$ cat src/pbsc_pkg.sv
// pbsc_pkg: constants and types for the power button state controller
// assumes a 10 MHz clock; all times are converted to cycle counts here
package pbsc_pkg;
  localparam int unsigned ClockHz     = 10000000;
  localparam int unsigned Time0Ms     = 0;
  localparam int unsigned Time50Ms    = 50;
  localparam int unsigned Time100Ms   = 100;
  localparam int unsigned Time500Ms   = 500;
  localparam int unsigned Timeout5S   = 5;
  localparam int unsigned Timeout10S  = 10;
  localparam int unsigned Timeout15S  = 15;
  localparam int unsigned CyclesPerMs = ClockHz / 1000;
  localparam int unsigned Cyc50Ms     = Time50Ms * CyclesPerMs;
  localparam int unsigned Cyc100Ms    = Time100Ms * CyclesPerMs;
  localparam int unsigned Cyc500Ms    = Time500Ms * CyclesPerMs;
  localparam int unsigned Cyc5S       = Timeout5S * ClockHz;
  localparam int unsigned Cyc10S      = Timeout10S * ClockHz;
  localparam int unsigned Cyc15S      = Timeout15S * ClockHz;
  localparam int unsigned CountWidth  = 28;
  localparam logic [1:0]  Sel0        = 2'h0;
  localparam logic [1:0]  Sel50       = 2'h1;
  localparam logic [1:0]  Sel100      = 2'h2;
  localparam logic [1:0]  Sel500      = 2'h3;
  localparam logic [1:0]  TmoOff      = 2'h3;
  localparam logic [1:0]  ResetState  = 2'h0;

  typedef enum logic [1:0] {
    PBSC_OFF,
    PBSC_ON,
    PBSC_RAILRST
  } pbsc_state_type;
endpackage : pbsc_pkg

$ cat src/pbsc_sync_if.sv
// pbsc_sync_if: synchronised button levels between top and synchroniser
// assumes one clock domain shared by both ends
`timescale 1ns/1ns
interface pbsc_sync_if;
  logic powerButton;
  logic resetButton;
  modport source (output powerButton, output resetButton);
  modport sink   (input powerButton, input resetButton);
endinterface : pbsc_sync_if

$ cat src/pbsc_input_sync.sv
// pbsc_input_sync: two-flop synchronisers for the two buttons
// assumes button pins are asynchronous mechanical levels, active high
`timescale 1ns/1ns
module pbsc_input_sync (
  input  wire logic   clock,
  input  wire logic   srst,
  input  wire logic   powerButtonPin,
  input  wire logic   resetButtonPin,
  pbsc_sync_if.source syncOut
);
  logic [1:0] firstStage;
  logic [1:0] secondStage;

  always_ff @(posedge clock) begin
    if (srst) begin
      firstStage  <= 2'h0;
      secondStage <= 2'h0;
    end else begin
      firstStage  <= {resetButtonPin, powerButtonPin};
      secondStage <= firstStage;
    end
  end

  assign syncOut.powerButton = secondStage[0];
  assign syncOut.resetButton = secondStage[1];
endmodule : pbsc_input_sync

$ cat src/pbsc_controller.sv
// pbsc_controller: power button state controller top
// assumes a 10 MHz always-on clock and synchronous active-high reset
//
// What this block does
// - button presses produce power-on and power-down requests toward the power management unit
// - debounce and off-to-on times each select 0, 50, 100 or 500 ms
// - in ON, holding past debounce time raises the power-off interrupt
// - in OFF, holding past off-to-on time requests power-on and enters ON
// - maximum timeout selects 5 s, 10 s, 15 s or disabled
// - held for the enabled maximum timeout with the reset button released, power-down is requested
// - reset button in ON forces rails into reset except always-on supply
// - reset button switches processor off at once, boot restarts from OFF
`timescale 1ns/1ns
module pbsc_controller
  import pbsc_pkg::*;
#(
  parameter int unsigned DebCyc50   = pbsc_pkg::Cyc50Ms,
  parameter int unsigned DebCyc100  = pbsc_pkg::Cyc100Ms,
  parameter int unsigned DebCyc500  = pbsc_pkg::Cyc500Ms,
  parameter int unsigned TmoCyc5    = pbsc_pkg::Cyc5S,
  parameter int unsigned TmoCyc10   = pbsc_pkg::Cyc10S,
  parameter int unsigned TmoCyc15   = pbsc_pkg::Cyc15S
) (
  input  wire logic       clock,
  input  wire logic       srst,
  input  wire logic       powerButtonPin,
  input  wire logic       resetButtonPin,
  input  wire logic [1:0] debounceSel,
  input  wire logic [1:0] offToOnSel,
  input  wire logic [1:0] maxTimeoutSel,
  output logic            powerOffIrq,
  output logic            powerOnRequest,
  output logic            powerDownRequest,
  output logic            railsInReset,
  output logic            processorOn,
  output logic            systemOn
);
  import pbsc_pkg::*;

  localparam int W = pbsc_pkg::CountWidth;

  pbsc_sync_if syncBus ();

  pbsc_input_sync u_sync (
    .clock          (clock),
    .srst           (srst),
    .powerButtonPin (powerButtonPin),
    .resetButtonPin (resetButtonPin),
    .syncOut        (syncBus.source)
  );

  wire logic buttonHeld = syncBus.powerButton;
  wire logic resetHeld  = syncBus.resetButton;

  pbsc_state_type state;
  pbsc_state_type next_state;
  logic [W-1:0]   holdCount;
  logic           irqDone;
  logic           downDone;

  // threshold decoding; a 0 ms choice fires on the second held cycle, once the count is 1
  function automatic logic [W-1:0] shortSel(input logic [1:0] sel);
    logic [W-1:0] r;
    r = '0;
    unique case (sel)
      Sel0:   r = '0;
      Sel50:  r = W'(DebCyc50);
      Sel100: r = W'(DebCyc100);
      Sel500: r = W'(DebCyc500);
    endcase
    return r;
  endfunction : shortSel

  wire logic [W-1:0] debounceLimit = shortSel(debounceSel);
  wire logic [W-1:0] offToOnLimit  = shortSel(offToOnSel);
  wire logic [W-1:0] timeoutLimit  =
    (maxTimeoutSel == 2'h0) ? W'(TmoCyc5)  :
    (maxTimeoutSel == 2'h1) ? W'(TmoCyc10) : W'(TmoCyc15);
  wire logic timeoutEnabled = (maxTimeoutSel != TmoOff);

  // "held longer than" means the count strictly exceeds the limit
  wire logic pastDebounce = buttonHeld && (holdCount > debounceLimit);
  wire logic pastOffToOn  = buttonHeld && (holdCount > offToOnLimit);
  wire logic reachTimeout = buttonHeld && timeoutEnabled &&
                            (holdCount >= timeoutLimit);
  wire logic fireIrq      = (state == PBSC_ON) && pastDebounce && !irqDone;
  wire logic fireDown     = (state == PBSC_ON) && reachTimeout && !downDone;
  wire logic fireOn       = (state == PBSC_OFF) && pastOffToOn;
  wire logic fireRailRst  = (state == PBSC_ON) && resetHeld;

  always_comb begin
    next_state = state;
    unique case (state)
      PBSC_OFF:     if (fireOn) next_state = PBSC_ON;
      PBSC_ON: begin
        if (fireRailRst) next_state = PBSC_RAILRST;
        else if (fireDown) next_state = PBSC_OFF;
      end
      PBSC_RAILRST: if (!resetHeld) next_state = PBSC_OFF;
      default:      next_state = PBSC_OFF;
    endcase
  end

  // counter saturates so a stuck button cannot wrap and refire
  always_ff @(posedge clock) begin
    if (srst || !buttonHeld || next_state != state) holdCount <= '0;
    else if (holdCount != '1) holdCount <= holdCount + 1'b1;
  end

  always_ff @(posedge clock) begin
    if (srst) begin
      state    <= PBSC_OFF;
      irqDone  <= 1'b0;
      downDone <= 1'b0;
    end else begin
      state    <= next_state;
      irqDone  <= buttonHeld && (irqDone || fireIrq);    // one interrupt per press
      downDone <= buttonHeld && (downDone || fireDown);
    end
  end

  always_ff @(posedge clock) begin
    if (srst) begin
      powerOffIrq      <= 1'b0;
      powerOnRequest   <= 1'b0;
      powerDownRequest <= 1'b0;
      railsInReset     <= 1'b0;
      processorOn      <= 1'b0;
      systemOn         <= 1'b0;
    end else begin
      powerOffIrq      <= fireIrq;
      powerOnRequest   <= fireOn;
      powerDownRequest <= fireDown && !fireRailRst;
      railsInReset     <= (next_state == PBSC_RAILRST);
      processorOn      <= (next_state == PBSC_ON);
      systemOn         <= (next_state == PBSC_ON);
    end
  end

  property p_irq_after_debounce;
    @(posedge clock) disable iff (srst)
      fireIrq |=> powerOffIrq;
  endproperty
  a_irq_after_debounce: assert property (p_irq_after_debounce) else $error("interrupt missing");

  property p_irq_only_on;
    @(posedge clock) disable iff (srst)
      powerOffIrq |-> $past(state) == PBSC_ON && $past(buttonHeld);
  endproperty
  a_irq_only_on: assert property (p_irq_only_on) else $error("interrupt outside ON");

  property p_on_request;
    @(posedge clock) disable iff (srst)
      powerOnRequest |-> processorOn && $past(holdCount) > $past(offToOnLimit);
  endproperty
  a_on_request: assert property (p_on_request) else $error("early power-on");

  property p_zero_sel;
    @(posedge clock) disable iff (srst)
      state == PBSC_OFF && offToOnSel == Sel0 && holdCount == W'(1) && buttonHeld |=> powerOnRequest;
  endproperty
  a_zero_sel: assert property (p_zero_sel) else $error("0 ms select late");

  property p_down_disabled;
    @(posedge clock) disable iff (srst)
      $past(maxTimeoutSel) == TmoOff |-> !powerDownRequest;
  endproperty
  a_down_disabled: assert property (p_down_disabled) else $error("down while disabled");

  property p_down_goes_off;
    @(posedge clock) disable iff (srst)
      powerDownRequest |-> state == PBSC_OFF && !systemOn;
  endproperty
  a_down_goes_off: assert property (p_down_goes_off) else $error("down without off");

  property p_rail_reset;
    @(posedge clock) disable iff (srst)
      state == PBSC_ON && resetHeld |=> railsInReset && !processorOn ##1 state != PBSC_ON;
  endproperty
  a_rail_reset: assert property (p_rail_reset) else $error("rails not reset");

  property p_boot_from_off;
    @(posedge clock) disable iff (srst)
      state == PBSC_RAILRST && !resetHeld |=> state == PBSC_OFF && !railsInReset;
  endproperty
  a_boot_from_off: assert property (p_boot_from_off) else $error("no restart from off");

  property p_count_clears;
    @(posedge clock) disable iff (srst)
      !buttonHeld |=> holdCount == '0;
  endproperty
  a_count_clears: assert property (p_count_clears) else $error("count kept");
endmodule : pbsc_controller

$ cat config.mk
export PLATFORM = sky130hd
export DESIGN_NAME = pbsc_controller
export DESIGN_NICKNAME = d
export VERILOG_FILES = /design/src/pbsc_pkg.sv /design/src/pbsc_sync_if.sv /design/src/pbsc_input_sync.sv /design/src/pbsc_controller.sv
export SDC_FILE = /design/constraint.sdc
export NUM_CORES = 1
export LEC_CHECK = 0
export BUFFER_PORTS_ARGS = -buffer_cell sky130_fd_sc_hd__buf_4
export CORE_MARGIN = 3
export CORE_UTILIZATION = 50
export DETAILED_ROUTE_END_ITERATION = 16
export PLACE_DENSITY_LB_ADDON = 0.05
export RECOVER_POWER = 50
export SLEW_MARGIN = 20
export SYNTH_ARGS = -nofsm -noshare
export SYNTH_HDL_FRONTEND = slang
export SYNTH_SLANG_ARGS = --single-unit
$ cat constraint.sdc
create_clock -name clock -period 2.5 [get_ports clock]
set_input_delay 0.125 -clock clock [delete_from_list [all_inputs] [get_ports clock]]
set_output_delay 0.125 -clock clock [all_outputs]
set_load 0.05 [all_outputs]
======== After elaboration in Yosys (flattened, before gate mapping) ========
Cells that the tools add are included.
storage, ports and cells
  register bits ........................... 41
  output and inout port bits .............. 6
  logic and storage cells ................. 63
cells by class
  add/subtract/negate cells ............... 1
  magnitude comparators ................... 3
  equal/unequal tests ..................... 14
  mux-type cells .......................... 9
  reduce and logical (&&, ||, !) cells .... 25
operators with widths
  kind                                                 count
  case mux 28 bit (4 select lines)                     2
  greater-than comparator 28 bit                       2
  two-way mux 28 bit                                   2
  adder 28 x 1 -> 28 bit, second input constant        1
  >= comparator 28 bit                                 1
  inequality test 28 bit, second input constant        1
  logical AND 1 bit                                    13
  equality test 2 bit, second input constant           6
  equality test 2 x 1 -> 1 bit, second input constant  5
  zero test 2 bit                                      4
  two-way mux 2 bit                                    4
  case mux 2 bit (3 select lines)                      1
  zero test 1 bit                                      4
  logical OR 1 bit                                     4
  inequality test 2 bit                                1
  inequality test 2 bit, second input constant         1

======== Logic depth before layout (Yosys ltp) ========
Gate-level depths: netlist (run 1).
  depth after elaboration ................. 12
  depth in mapped cells ................... 12

======== Hierarchy ========
Synthesis (run 1) repeated with hierarchy kept, for this count alone.
unflattened totals
  cells, all modules ...................... 355
  area, all modules ....................... 3006.6 um^2
by module, submodules not included
  module           instances  cells an instance  area an instance (um^2)  seq. area each (um^2)
  pbsc_controller  1          347                2901.5                   740.7
  pbsc_input_sync  1          8                  105.1                    80.1

======== Least setup slack after synthesis (run 1) ========
Ideal clock, no wire load.
  path kind ............................... flip-flop to flip-flop
  start point ............................. reg holdCount[17]
  end point ............................... reg holdCount[26]
  arrival time ............................ 2.021 ns
  data required time ...................... 2.384 ns
  slack ................................... 0.363 ns
  cell stages (with the launch flop) ...... 10
  path buffers ............................ 2
  clock period less this slack ............ 2.137 ns
  cells stage by stage .................... dfxtp_1 > ha_1 > nand4_1 > or2_2 > a311o_1 > a21oi_1 > a211o_1 > buf_2 > buf_6 > nor2_1
between the ends
  cells in the longest elaborated chain, start to end .. 9
  elaborated cells on any way between the ends .. 15
  those cells by class .................... add/sub: 1; order compare: 2; eq/ne: 2; mux: 4; reduce/logical: 6
ends and longest elaborated chain
  what                             line                    RTL
  start: declaration               pbsc_controller.sv:57   logic [W-1:0] holdCount;
  start signal: assignment         pbsc_controller.sv:107  else if (holdCount != '1) holdCount <= holdCount + 1'b1;
  >= comparator 28 bit             pbsc_controller.sv:85   (holdCount >= timeoutLimit);
  logical AND 1 bit                pbsc_controller.sv:84   wire logic reachTimeout = buttonHeld && timeoutEnabled &&
  logical AND 1 bit (2 in a row)   pbsc_controller.sv:87   wire logic fireDown = (state == PBSC_ON) && reachTimeout && !downDone;
  two-way mux 2 bit                pbsc_controller.sv:97   else if (fireDown) next_state = PBSC_OFF;
  two-way mux 2 bit                pbsc_controller.sv:96   if (fireRailRst) next_state = PBSC_RAILRST;
  case mux 2 bit (3 select lines)  pbsc_controller.sv:93   unique case (state)
  inequality test 2 bit            pbsc_controller.sv:106  if (srst || !buttonHeld || next_state != state) holdCount <= '0;
  logical OR 1 bit                 pbsc_controller.sv:106
Several ways; a longest one is shown, not always the timed one.
A chain may end at the register's enable or synchronous reset.

======== Final worst setup path (run 1) ========
  start point ............................. reg holdCount[25]
  end point ............................... reg holdCount[2]
Same word-level chain as after synthesis.

==> results of run 1 <==
==> metal layers <==
metal  routed length [µm]  share of wire, %  vias up  track usage, %
li1                     -                 -     1301               -
met1                 3450                48     1200           31.07
met2                 3308                46       46           36.38
met3                  329               4.6        4           3.240
met4                   51              0.71        0           3.922
met5                    0                 0        -               0
==> layout by cell type (no fill, tap or decap), types with 2 or more instances in the layout <==
cell type,n
nand2b_1,5
clkbuf_8,5
nor3_1,13
nand2_1,23
a211oi_1,4
ha_1,47
a31o_2,2
buf_4,25
xor2_1,2
clkbuf_1,8
nor2b_1,9
buf_12,2
a211o_1,2
nand3_1,12
dfxtp_1,41
xnor2_1,19
nor4b_1,2
nand4_1,9
or4_1,3
inv_1,20
nor2_1,45
or3_1,3
nor3b_1,7
a21oi_1,12
nor4_1,10
o21ai_0,8
o31ai_1,3
o21a_1,2
or2_2,2
a21o_1,3
o21bai_1,3
mux2i_1,6
==> cells by family (layout without fill, tap and decap cells) <==
logic type / Yosys count / in the layout / share of synthesized area, %
and+or+nand+nor: 154 / 154 / 28.18
adders and majority gates: 47 / 47 / 19.95
muxes: 6 / 6 / 2.037
DFF: 41 / 41 / 27.84
buffers and inverters: 31 / 65 / 4.966
xor gates and xnor gates: 21 / 21 / 6.240
AOI/OAI and AO/OA: 46 / 46 / 10.78
==> registers in the layout, indices dropped and copies added (netlist names) <==
signal	flops
railsInReset	1
u_sync.firstStage	2
u_sync.secondStage	2
powerOffIrq	1
powerOnRequest	1
systemOn	1
state	2
downDone	1
holdCount	28
irqDone	1
powerDownRequest	1
==> path summary, 6_finish.rpt <==
| kind | startpoint | to | slack [ns] | cells past startpoint |
|---|---|---|---|---|
| worst min-delay path | powerButtonPin | u_sync.firstStage[0] | 0.04 | 2 |
| worst min register to register | irqDone | powerOffIrq | 0.42 | 1 |
| worst max register to register | holdCount[25] | holdCount[2] | 0.16 | 6 |
| worst max-delay path | holdCount[25] | holdCount[2] | 0.16 | 6 |
==> layout make-up <==
type	count	area, µm²	area share, %
multi-input cells	274	1981	59.53
flip-flops and latches	41	820.8	24.67
repair buffers	37	270.3	8.123
well taps	72	90.09	2.708
inverters	20	75.07	2.256
clock buffers	5	68.82	2.068
clock inverters	3	21.27	0.6393
==> through the flow <==
step           instances  hold WS [ns]  cell area [µm²]
2_1_floorplan        346        0.2532             2948
3_3_place_gp         442        0.3418             3254
3_5_place_dp         442        0.3426             3254
4_1_cts              450       0.03594             3344
5_1_grt              452       0.06168             3327
6_report             452       0.03937             3327
==> timing repair <==
action                                  CTS  global route
endpoints found under the setup margin    0             4
setup buffers                             0             2
hold buffers                              0             0
==> power by group <==
part	total [W]	internal (W)	switching (W)	leakage, nW
logic	0.000104	0.0000454	0.0000589	0.953
registers	0.000658	0.000656	0.00000234	0.331
clock network	0.000444	0.000198	0.000246	0.0445
==> synthesized netlist by cell type (2+ instances only) <==
cell type / instances
buf_6: 3
o21a_1: 2
dfxtp_1: 41
a211oi_1: 4
nor2_1: 45
nand4_1: 9
buf_2: 3
or4_1: 3
a21oi_1: 12
a211o_1: 2
or2_2: 2
xor2_1: 2
inv_1: 20
nor3_1: 13
nor3b_1: 7
ha_1: 47
nand3_1: 12
o21bai_1: 3
nor4_1: 10
mux2i_1: 6
a31o_2: 2
nand2_1: 23
o21ai_0: 8
clkbuf_1: 4
nor2b_1: 9
nand2b_1: 5
nor4b_1: 2
a21o_1: 3
o31ai_1: 3
or3_1: 3
xnor2_1: 19
==> results.md, run 1 <==
* Num CTS Buffers at 5
* Port Buffers at 15
* DP Worst Slack at 0.07118 ns
* Fill cells at 554
* Max-Slew Margin vs Limit at 59.61%
* DRC errors left at 0
* Fin crit period at 2.337 ns
* Area grow syn2layout at 12.86%
* Share of Yosys cell area claimed by the top area cell type at 27.84%
* First-pass GRT wire length at 11,410 µm
* Nets@finish at 436
* TritonCTS clock tree: yes
* Status: complete, no violations
* Final Cycle Share at 93.49%
* Final hold violation count at 0
* Crit path max fanout at 24
* Final count of pins violating max slew at 0
* Starting Density at 52.57%
* Max frequency at 0.4279 GHz
* GPL Wtd Cong at 0.9481
* DIE AREA at 6853 µm²
* GRT Total Usage at 22.15%
* Overall Power at 0.001206 W
* Slowest-stage cell, CP: or4_1
* Placed wire-length estimate at 5719 µm
* Post-synthesis cell type count at 50
* Pin count of the biggest net entering global routing at 25
* Post-route ant nets at 0
* Setup WS post-layout at 0.1628 ns
* Clock slew at reported path FFs at 0.09 ns
* Iter 0 DRT Violations at 87
* Async S/R FF share, synth at 0%
* Primary FF master, synth: dfxtp_1
* Power density over the cells at 362.6 nW/µm²
* Vias after detailed routing at 2,551
* I/O pins at 16
* Post-Syn Area at 2948 µm²
* Leak Pwr at 1.329 nW
* Drt via density at 5.644
* Share of cells above drive strength 1 at 12.63%
* #FFs+latches synth at 41
* CP Cell Sequence: or4_1, nor4_1, a41oi_1, a211o_1, buf_12, nor3_2
* Root buffer cell: clkbuf_8
* Cell taking the most area after synthesis: dfxtp_1
* Least-Margin Pin Slew at 0.6084 ns
* Setup crit end kind: register
* Number of global-route vias before repair at 2,323
* Top post-synthesis cells by area: dfxtp_1, ha_1, nor2_1, xnor2_1, nand2_1
* DR pass1 iterations at 5
* Setup TNS Final at 0 ns
* H-tree levels at 2
* Mapped Cells at 346
* Clock insertion delay at the later pin of the skew report at 0.29 ns
* CTS sink count at 41
* # diodes at 0
* Critical path class: reg2reg
* Die X-Extent at 82.79 µm
* Grt total ovfl at 0
* Core Area at 5608 µm²
* Critical path buffers and inverters at 1
* Site row count at 27
* Max rail drop VDD at 0.2927 mV
* Clock Skews at 0.006043 ns
* Hold Path Class: in2reg
* Clock buffer depth at 2
* CTS resizes at 0
* Post-synth EDFFs at 0
* Setup violations, final at 0
* Synth Area per Inst at 8.520 µm²
* Post-synthesis sequential area ratio at 27.84%
* Worst EP arrival at 2.57 ns
* Die height at 82.79 µm
* Unrepaired setup endpoints after global routing: no
* Yosys warnings at 0
* Routed length per instance at 15.80 µm
* MaxCap Viol Count at 0
* CP max stage delay at 0.67 ns
* Critical path's top delay family: simple AND/OR/NAND/NOR gates
* DRT Wirelength at 7140 µm
* Fin util at 59.33%
* Initial antenna violation count at 0
* Startpoint Class: register
* Crit path required time at 2.73 ns
* Syn_nets at 403
Note: power is estimated with default switching activity, not from simulation.
==> run 2: changes to the inputs <==
--- a/config.mk
+++ b/config.mk
@@ -11,6 +11,7 @@
 export DETAILED_ROUTE_END_ITERATION = 16
 export PLACE_DENSITY_LB_ADDON = 0.05
 export RECOVER_POWER = 50
+export REMOVE_ABC_BUFFERS = 1
 export SLEW_MARGIN = 20
 export SYNTH_ARGS = -nofsm -noshare
 export SYNTH_HDL_FRONTEND = slang
==> run 2 against run 1 <==
Non-clock buffer count down 2. Clock skew up 0.0024 ns. Via count down 0.78%. Global-route usage up 1.3 points. Highest routed layer unchanged. Register-to-register slack worse by 0.02 ns. Combinational power about the same. Total power up 2.5%. Count of clock-buffer cells in the layout up 1. Sequential power about the same. Hold slack worse by 0.0051 ns. Clock power up 7.4%.
==> results.md, run 2 (synthesis gave the netlist of run 1 again) <==
* Power density over the cells at 372.7 nW/µm² (+2.8%)
* Finished Cell Area at 3318 µm² (-0.26%)
* GRT Total Usage at 23.47% (+1.3 points)
* Reg power frac at 53.2% (-1.4 points)
* R2R cell count at 8 (+2)
* Vias after detailed routing at 2,531 (-0.78%)
* Max rail drop VDD at 0.2255 mV (-23%)
* DRT Wirelength at 7420 µm (+3.9%)
* CTS sink count at 41 (unchanged)
* Least-Margin Pin Slew at 0.5998 ns (-0.008589 ns)
* Share of cells above drive strength 1 at 12.43% (-0.20 points)
* Reg area at 820.8 µm² (unchanged)
* Crit path max fanout at 28 (+17%)
* Most flops, register: holdCount
* DR pass1 iterations at 4 (-1)
* Critical path buffers and inverters at 1 (unchanged)
* Routed length per instance at 16.49 µm (+4.4%)
* Area of the multi-input gates at 1987 µm² (+0.32%)
* Placed instance area at 3254 µm² (unchanged)
* Starting Density at 52.57% (unchanged)
* Setup bufs post-CTS at 0 (unchanged)
* GPL Wtd Cong at 0.9048 (-4.6%)
* Critical path's top delay family: compound AO/OA/AOI/OAI gates
* Max frequency at 0.4244 GHz (-0.82%)
* Die X-Extent at 82.79 µm (unchanged)
* CP max stage delay at 0.44 ns (-0.23 ns)
* Site row count at 27 (unchanged)
* Fin crit period at 2.357 ns (+0.01932 ns)
* Setup WS post-layout at 0.1435 ns (-0.01932 ns)
* DIE AREA at 6853 µm² (unchanged)
* Root buffer cell: clkbuf_8
* # hold bufs at CTS at 0 (unchanged)
* # diodes at 0 (unchanged)
* Net Sw Power at 0.0003124 W (+1.8%)
* Reg2reg setup slack at 0.14 ns (-0.02 ns)
* Core Area at 5608 µm² (unchanged)
* Slowest-stage cell, CP: dfxtp_1
* Placed wire-length estimate at 5669 µm (-0.86%)
* Final hold violation count at 0 (unchanged)
* Final count of pins violating max slew at 0 (unchanged)
* Drt via density at 5.624 (-0.34%)
* Hold Path Class: in2reg
* Fill cells at 540 (-2.5%)
* Clock slew at reported path FFs at 0.09 ns (about the same)
* Clock Skews at 0.008463 ns (+0.002420 ns)
* CP Cell Sequence: ha_1, nand4_1, or2_2, a311o_1, a21oi_1, a211o_1, buf_6, nor2_1
* TritonCTS clock tree: yes
* Fin Hold WS at 0.03429 ns (-0.005072 ns)
* Sw frac at 25.26% (-0.18 points)
* Final Cycle Share at 94.26% (+0.77 points)
* Most common cell after layout, fill and taps aside: ha_1
* Die height at 82.79 µm (unchanged)
* Crit path required time at 2.69 ns (-0.04 ns)
* WHS Path Cells at 2 (unchanged)
* Max reg flops at 28 (unchanged)
* Grt total ovfl at 0 (unchanged)
* Port Buffers at 15 (unchanged)
* Combinational share of power at 8.2% (-0.4 points)
* Area grow syn2layout at 12.56%
* Leak Pwr at 1.322 nW (-0.47%)
* Number of global-route vias before repair at 2,396 (+3.1%)
* H-tree levels at 2 (unchanged)
* Setup crit end kind: register
* Clock share of power at 38.6% (+1.8 points)
* WP depth at 8 (+2)
* DRC errors left at 0 (unchanged)
* Status: complete, no violations
* Clock buffer depth at 2 (unchanged)
* Critical path class: reg2reg
* Setup violations, final at 0 (unchanged)
* Nets@finish at 434 (-0.46%)
* DP Worst Slack at 0.1322 ns (+0.06106 ns)
* Worst EP arrival at 2.54 ns (-0.03 ns)
* Post-route ant nets at 0 (unchanged)
* Num CTS Buffers at 5 (unchanged)
* Internal power at 0.0009244 W (+2.8%)
* I/O pins at 16 (unchanged)
* First-pass GRT wire length at 11,970 µm (+4.9%)
* Pin count of the biggest net entering global routing at 29 (+16%)
* Clock insertion delay at the later pin of the skew report at 0.30 ns (about the same)
* Most frequent cells in the layout: ha_1, nor2_1, dfxtp_1, buf_4, nand2_1
* Fin util at 59.17% (-0.16 points)
* Iter 0 DRT Violations at 125 (+44%)
* MaxCap Viol Count at 0 (unchanged)
* Max-Slew Margin vs Limit at 60.18% (+0.57 points)
* Startpoint Class: register
* Initial antenna violation count at 0 (unchanged)
-- run 2: what timing repair did --
item                                    in CTS  in global routing
gates resized for setup                      0                  1
endpoints found under the setup margin       0                  1
endpoints found under the hold margin        0                  0
-- run 2: layer usage --
metal,up-vias,wire (µm),GRT usage (%)
li1,1299,-,-
met4,0,115,6.046
met3,9,202,3.240
met1,1189,3572,31.32
met2,34,3529,39.74
met5,-,0,0
-- run 2: layout make-up --
class	instances	area share (%)
Timing Repair Buffer	35	7.504
Multi-Input combinational cell	274	59.88
Clock inverter	2	0.4148
Tap cell	72	2.715
Clock buffer	6	2.489
Inverter	20	2.262
Sequential cell	41	24.74
-- run 2: path summary, 6_finish.rpt --
check                               startpoint              endpoint
worst min-delay path            resetButtonPin  u_sync.firstStage[1]
worst max-delay path             holdCount[19]         holdCount[20]
worst max register to register   holdCount[19]         holdCount[20]
worst min register to register         irqDone           powerOffIrq
-- run 2: metrics by stage --
stage	instances	TNS [ns]	power, W
after floorplan	335	0	0.0007382
after global placement	442	0	0.0007736
after detailed placement	442	0	0.0007760
after CTS	450	0	0.001247
after global routing	450	-0.03766	0.001292
final	450	0	0.001237
-- run 2: worst register-to-register path: stages (launching register included) --
cell     delay [ns]
dfxtp_1        0.44
ha_1           0.35
nand4_1        0.11
or2_2          0.28
a311o_1        0.31
a21oi_1        0.24
a211o_1        0.19
buf_6          0.23
nor2_1         0.10
-- run 2: power groups by stage --
stage / logic, W / registers [W] / clock network, W
after floorplan: 0.0000652 / 0.000673 / 0
after global placement: 0.000100 / 0.000674 / 0
after detailed placement: 0.000102 / 0.000674 / 0
after CTS: 0.000103 / 0.000658 / 0.000485
after global routing: 0.000119 / 0.000659 / 0.000515
final: 0.000102 / 0.000658 / 0.000477
==> run 3: changes to the inputs <==
--- a/config.mk
+++ b/config.mk
@@ -6,7 +6,7 @@
 export NUM_CORES = 1
 export LEC_CHECK = 0
 export BUFFER_PORTS_ARGS = -buffer_cell sky130_fd_sc_hd__buf_4
-export CORE_MARGIN = 3
+export CORE_MARGIN = 4
 export CORE_UTILIZATION = 50
 export DETAILED_ROUTE_END_ITERATION = 16
 export PLACE_DENSITY_LB_ADDON = 0.05
==> run 3 against run 2 <==
Critical path depth is the same. First-iteration DRC count grew 1.6%. Critical endpoint is now holdCount[3]. Routed wire length shrank 4.1%. Final cell count grew 0.44%. Largest power group unchanged. Fmax grew 1.7%. Setup slack gained 0.039 ns. Hold slack gained 0.0039 ns. Design area grew 0.38%. Sequential share of layout area shrank 0.093 points.
==> results.md, run 3 (synthesis gave the netlist of run 1 again) <==
* I/O pins at 16 (unchanged)
* # diodes at 0 (unchanged)
* Unrepaired setup endpoints after global routing: no
* Max-Slew Margin vs Limit at 59.83% (-0.35 points)
* Num CTS Buffers at 5 (unchanged)
* Setup violations, final at 0 (unchanged)
* GRT Total Usage at 21.25% (-2.2 points)
* Iter 0 DRT Violations at 127 (+1.6%)
* Grt total ovfl at 0 (unchanged)
* Number of global-route vias before repair at 2,564 (+7.0%)
* Max rail drop VDD at 0.2898 mV (+29%)
* Share of cells above drive strength 1 at 12.11% (-0.33 points)
* Setup TNS Final at 0 ns (unchanged)
* Most frequent cells in the layout: ha_1, nor2_1, dfxtp_1, buf_4, nand2_1
* Power density over the cells at 397.0 nW/µm² (+6.5%)
* Max frequency at 0.4316 GHz (+1.7%)
* DIE AREA at 7189 µm² (+4.9%)
* Clock Skews at 0.004828 ns (-0.003635 ns)
* Critical path class: reg2reg
* Setup crit end kind: register
* Slowest-stage cell, CP: dfxtp_1
* Die height at 84.79 µm (+2.4%)
* Routed length per instance at 15.74 µm (-4.6%)
* Core Area at 5608 µm² (unchanged)
* Root buffer cell: clkbuf_8
* # hold bufs at CTS at 0 (unchanged)
* Initial antenna violation count at 0 (unchanged)
* MaxCap Viol Count at 0 (unchanged)
* Clock insertion delay at the later pin of the skew report at 0.29 ns (about the same)
* Clock slew at reported path FFs at 0.08 ns (about the same)
* Area grow syn2layout at 12.99%
* Die X-Extent at 84.79 µm (+2.4%)
* Least-Margin Pin Slew at 0.6052 ns (+0.005333 ns)
* Port Buffers at 15 (unchanged)
* Leak Pwr at 1.333 nW (+0.83%)
* CP max stage delay at 0.42 ns (-0.02 ns)
* Fin crit period at 2.317 ns (-0.03937 ns)
* Post-route ant nets at 0 (unchanged)
* First-pass GRT wire length at 12,180 µm (+1.7%)
* DR pass1 iterations at 4 (unchanged)
* WHS Path Cells at 2 (unchanged)
* DRC errors left at 0 (unchanged)
* Starting Density at 52.57% (unchanged)
* Startpoint Class: register
* Placed wire-length estimate at 5637 µm (-0.57%)
* Status: complete, no violations
* Reg2reg setup slack at 0.18 ns (+0.04 ns)
* CTS resizes at 0 (unchanged)
* Final count of pins violating max slew at 0 (unchanged)
* Setup bufs post-CTS at 0 (unchanged)
* Nets@finish at 436 (+0.46%)
* CP Cell Sequence: ha_1, nand4_1, or2_2, a311o_1, a21oi_1, a211o_1, buf_6, nor2_1
* DRT Wirelength at 7113 µm (-4.1%)
* Most common cell after layout, fill and taps aside: ha_1
* Hold Path Class: in2reg
* Crit path required time at 2.68 ns (about the same)
* GPL Wtd Cong at 0.8982 (-0.73%)
* Final hold violation count at 0 (unchanged)
* CTS sink count at 41 (unchanged)
* Pin count of the biggest net entering global routing at 29 (unchanged)
* Vias after detailed routing at 2,539 (+0.32%)
* Final Cycle Share at 92.69% (-1.6 points)
* Clock buffer depth at 2 (unchanged)
* Worst EP arrival at 2.50 ns (-0.04 ns)
* Fill cells at 546 (+1.1%)
* Max reg flops at 28 (unchanged)
* Crit path max fanout at 28 (unchanged)
* Site row count at 27 (unchanged)
* H-tree levels at 2 (unchanged)
* TritonCTS clock tree: yes
* Placed Cells at 444 (+0.45%)
* R2R cell count at 8 (unchanged)
* Most flops, register: holdCount
* Finished Layout Cells at 452 (+0.44%)
* Drt via density at 5.617 (-0.13%)
run 3: final timing paths:
| path | from | to |
|---|---|---|
| max | holdCount[19] | holdCount[3] |
| min | resetButtonPin | u_sync.firstStage[1] |
| max reg2reg | holdCount[19] | holdCount[3] |
| min reg2reg | irqDone | powerOffIrq |
run 3: cell type report:
type	instances	area, µm²	area share [%]
Inverter	20	75.07	2.254
Multi-Input combinational cell	274	1981	59.47
Timing Repair Buffer	37	247.7	7.438
Clock inverter	1	30.03	0.9016
Clock buffer	7	86.33	2.592
Tap cell	72	90.09	2.705
Sequential cell	41	820.8	24.64
run 3: report_power, final:
part	total (W)	switching, W	internal, W
Sequential	0.000658	0.00000256	0.000656
Clock	0.000563	0.000237	0.000326
Combinational	0.000101	0.0000569	0.0000444
run 3: per-layer routing:
layer  wire length, µm  global-route usage (%)
met1              3352                   27.27
met2              3358                   35.44
met3               253                   4.024
met4               148                   7.626
met5                 0                       0
run 3: metrics by stage:
stage	cell area, µm²	setup WS [ns]	hold slack [ns]	power (W)	utilization [%]
after floorplan	2877	0.1244	0.1966	0.0007382	-
after global placement	3257	0.1509	0.3382	0.0007729	58.08
after detailed placement	3257	0.1047	0.3439	0.0007771	58.08
after CTS	3373	0.1838	0.03764	0.001331	60.15
after global routing	3331	0.007956	0.06482	0.001376	59.39
final	3331	0.1828	0.03819	0.001322	59.39
run 3: worst max-delay path, delay by kind of cell, from the launching register on:
kind | cells | cell delay (ns)
flops | 1 | 0.42
fa+ha+maj | 1 | 0.34
buf+inv | 1 | 0.23
compound gates | 3 | 0.74
simple gates | 3 | 0.46
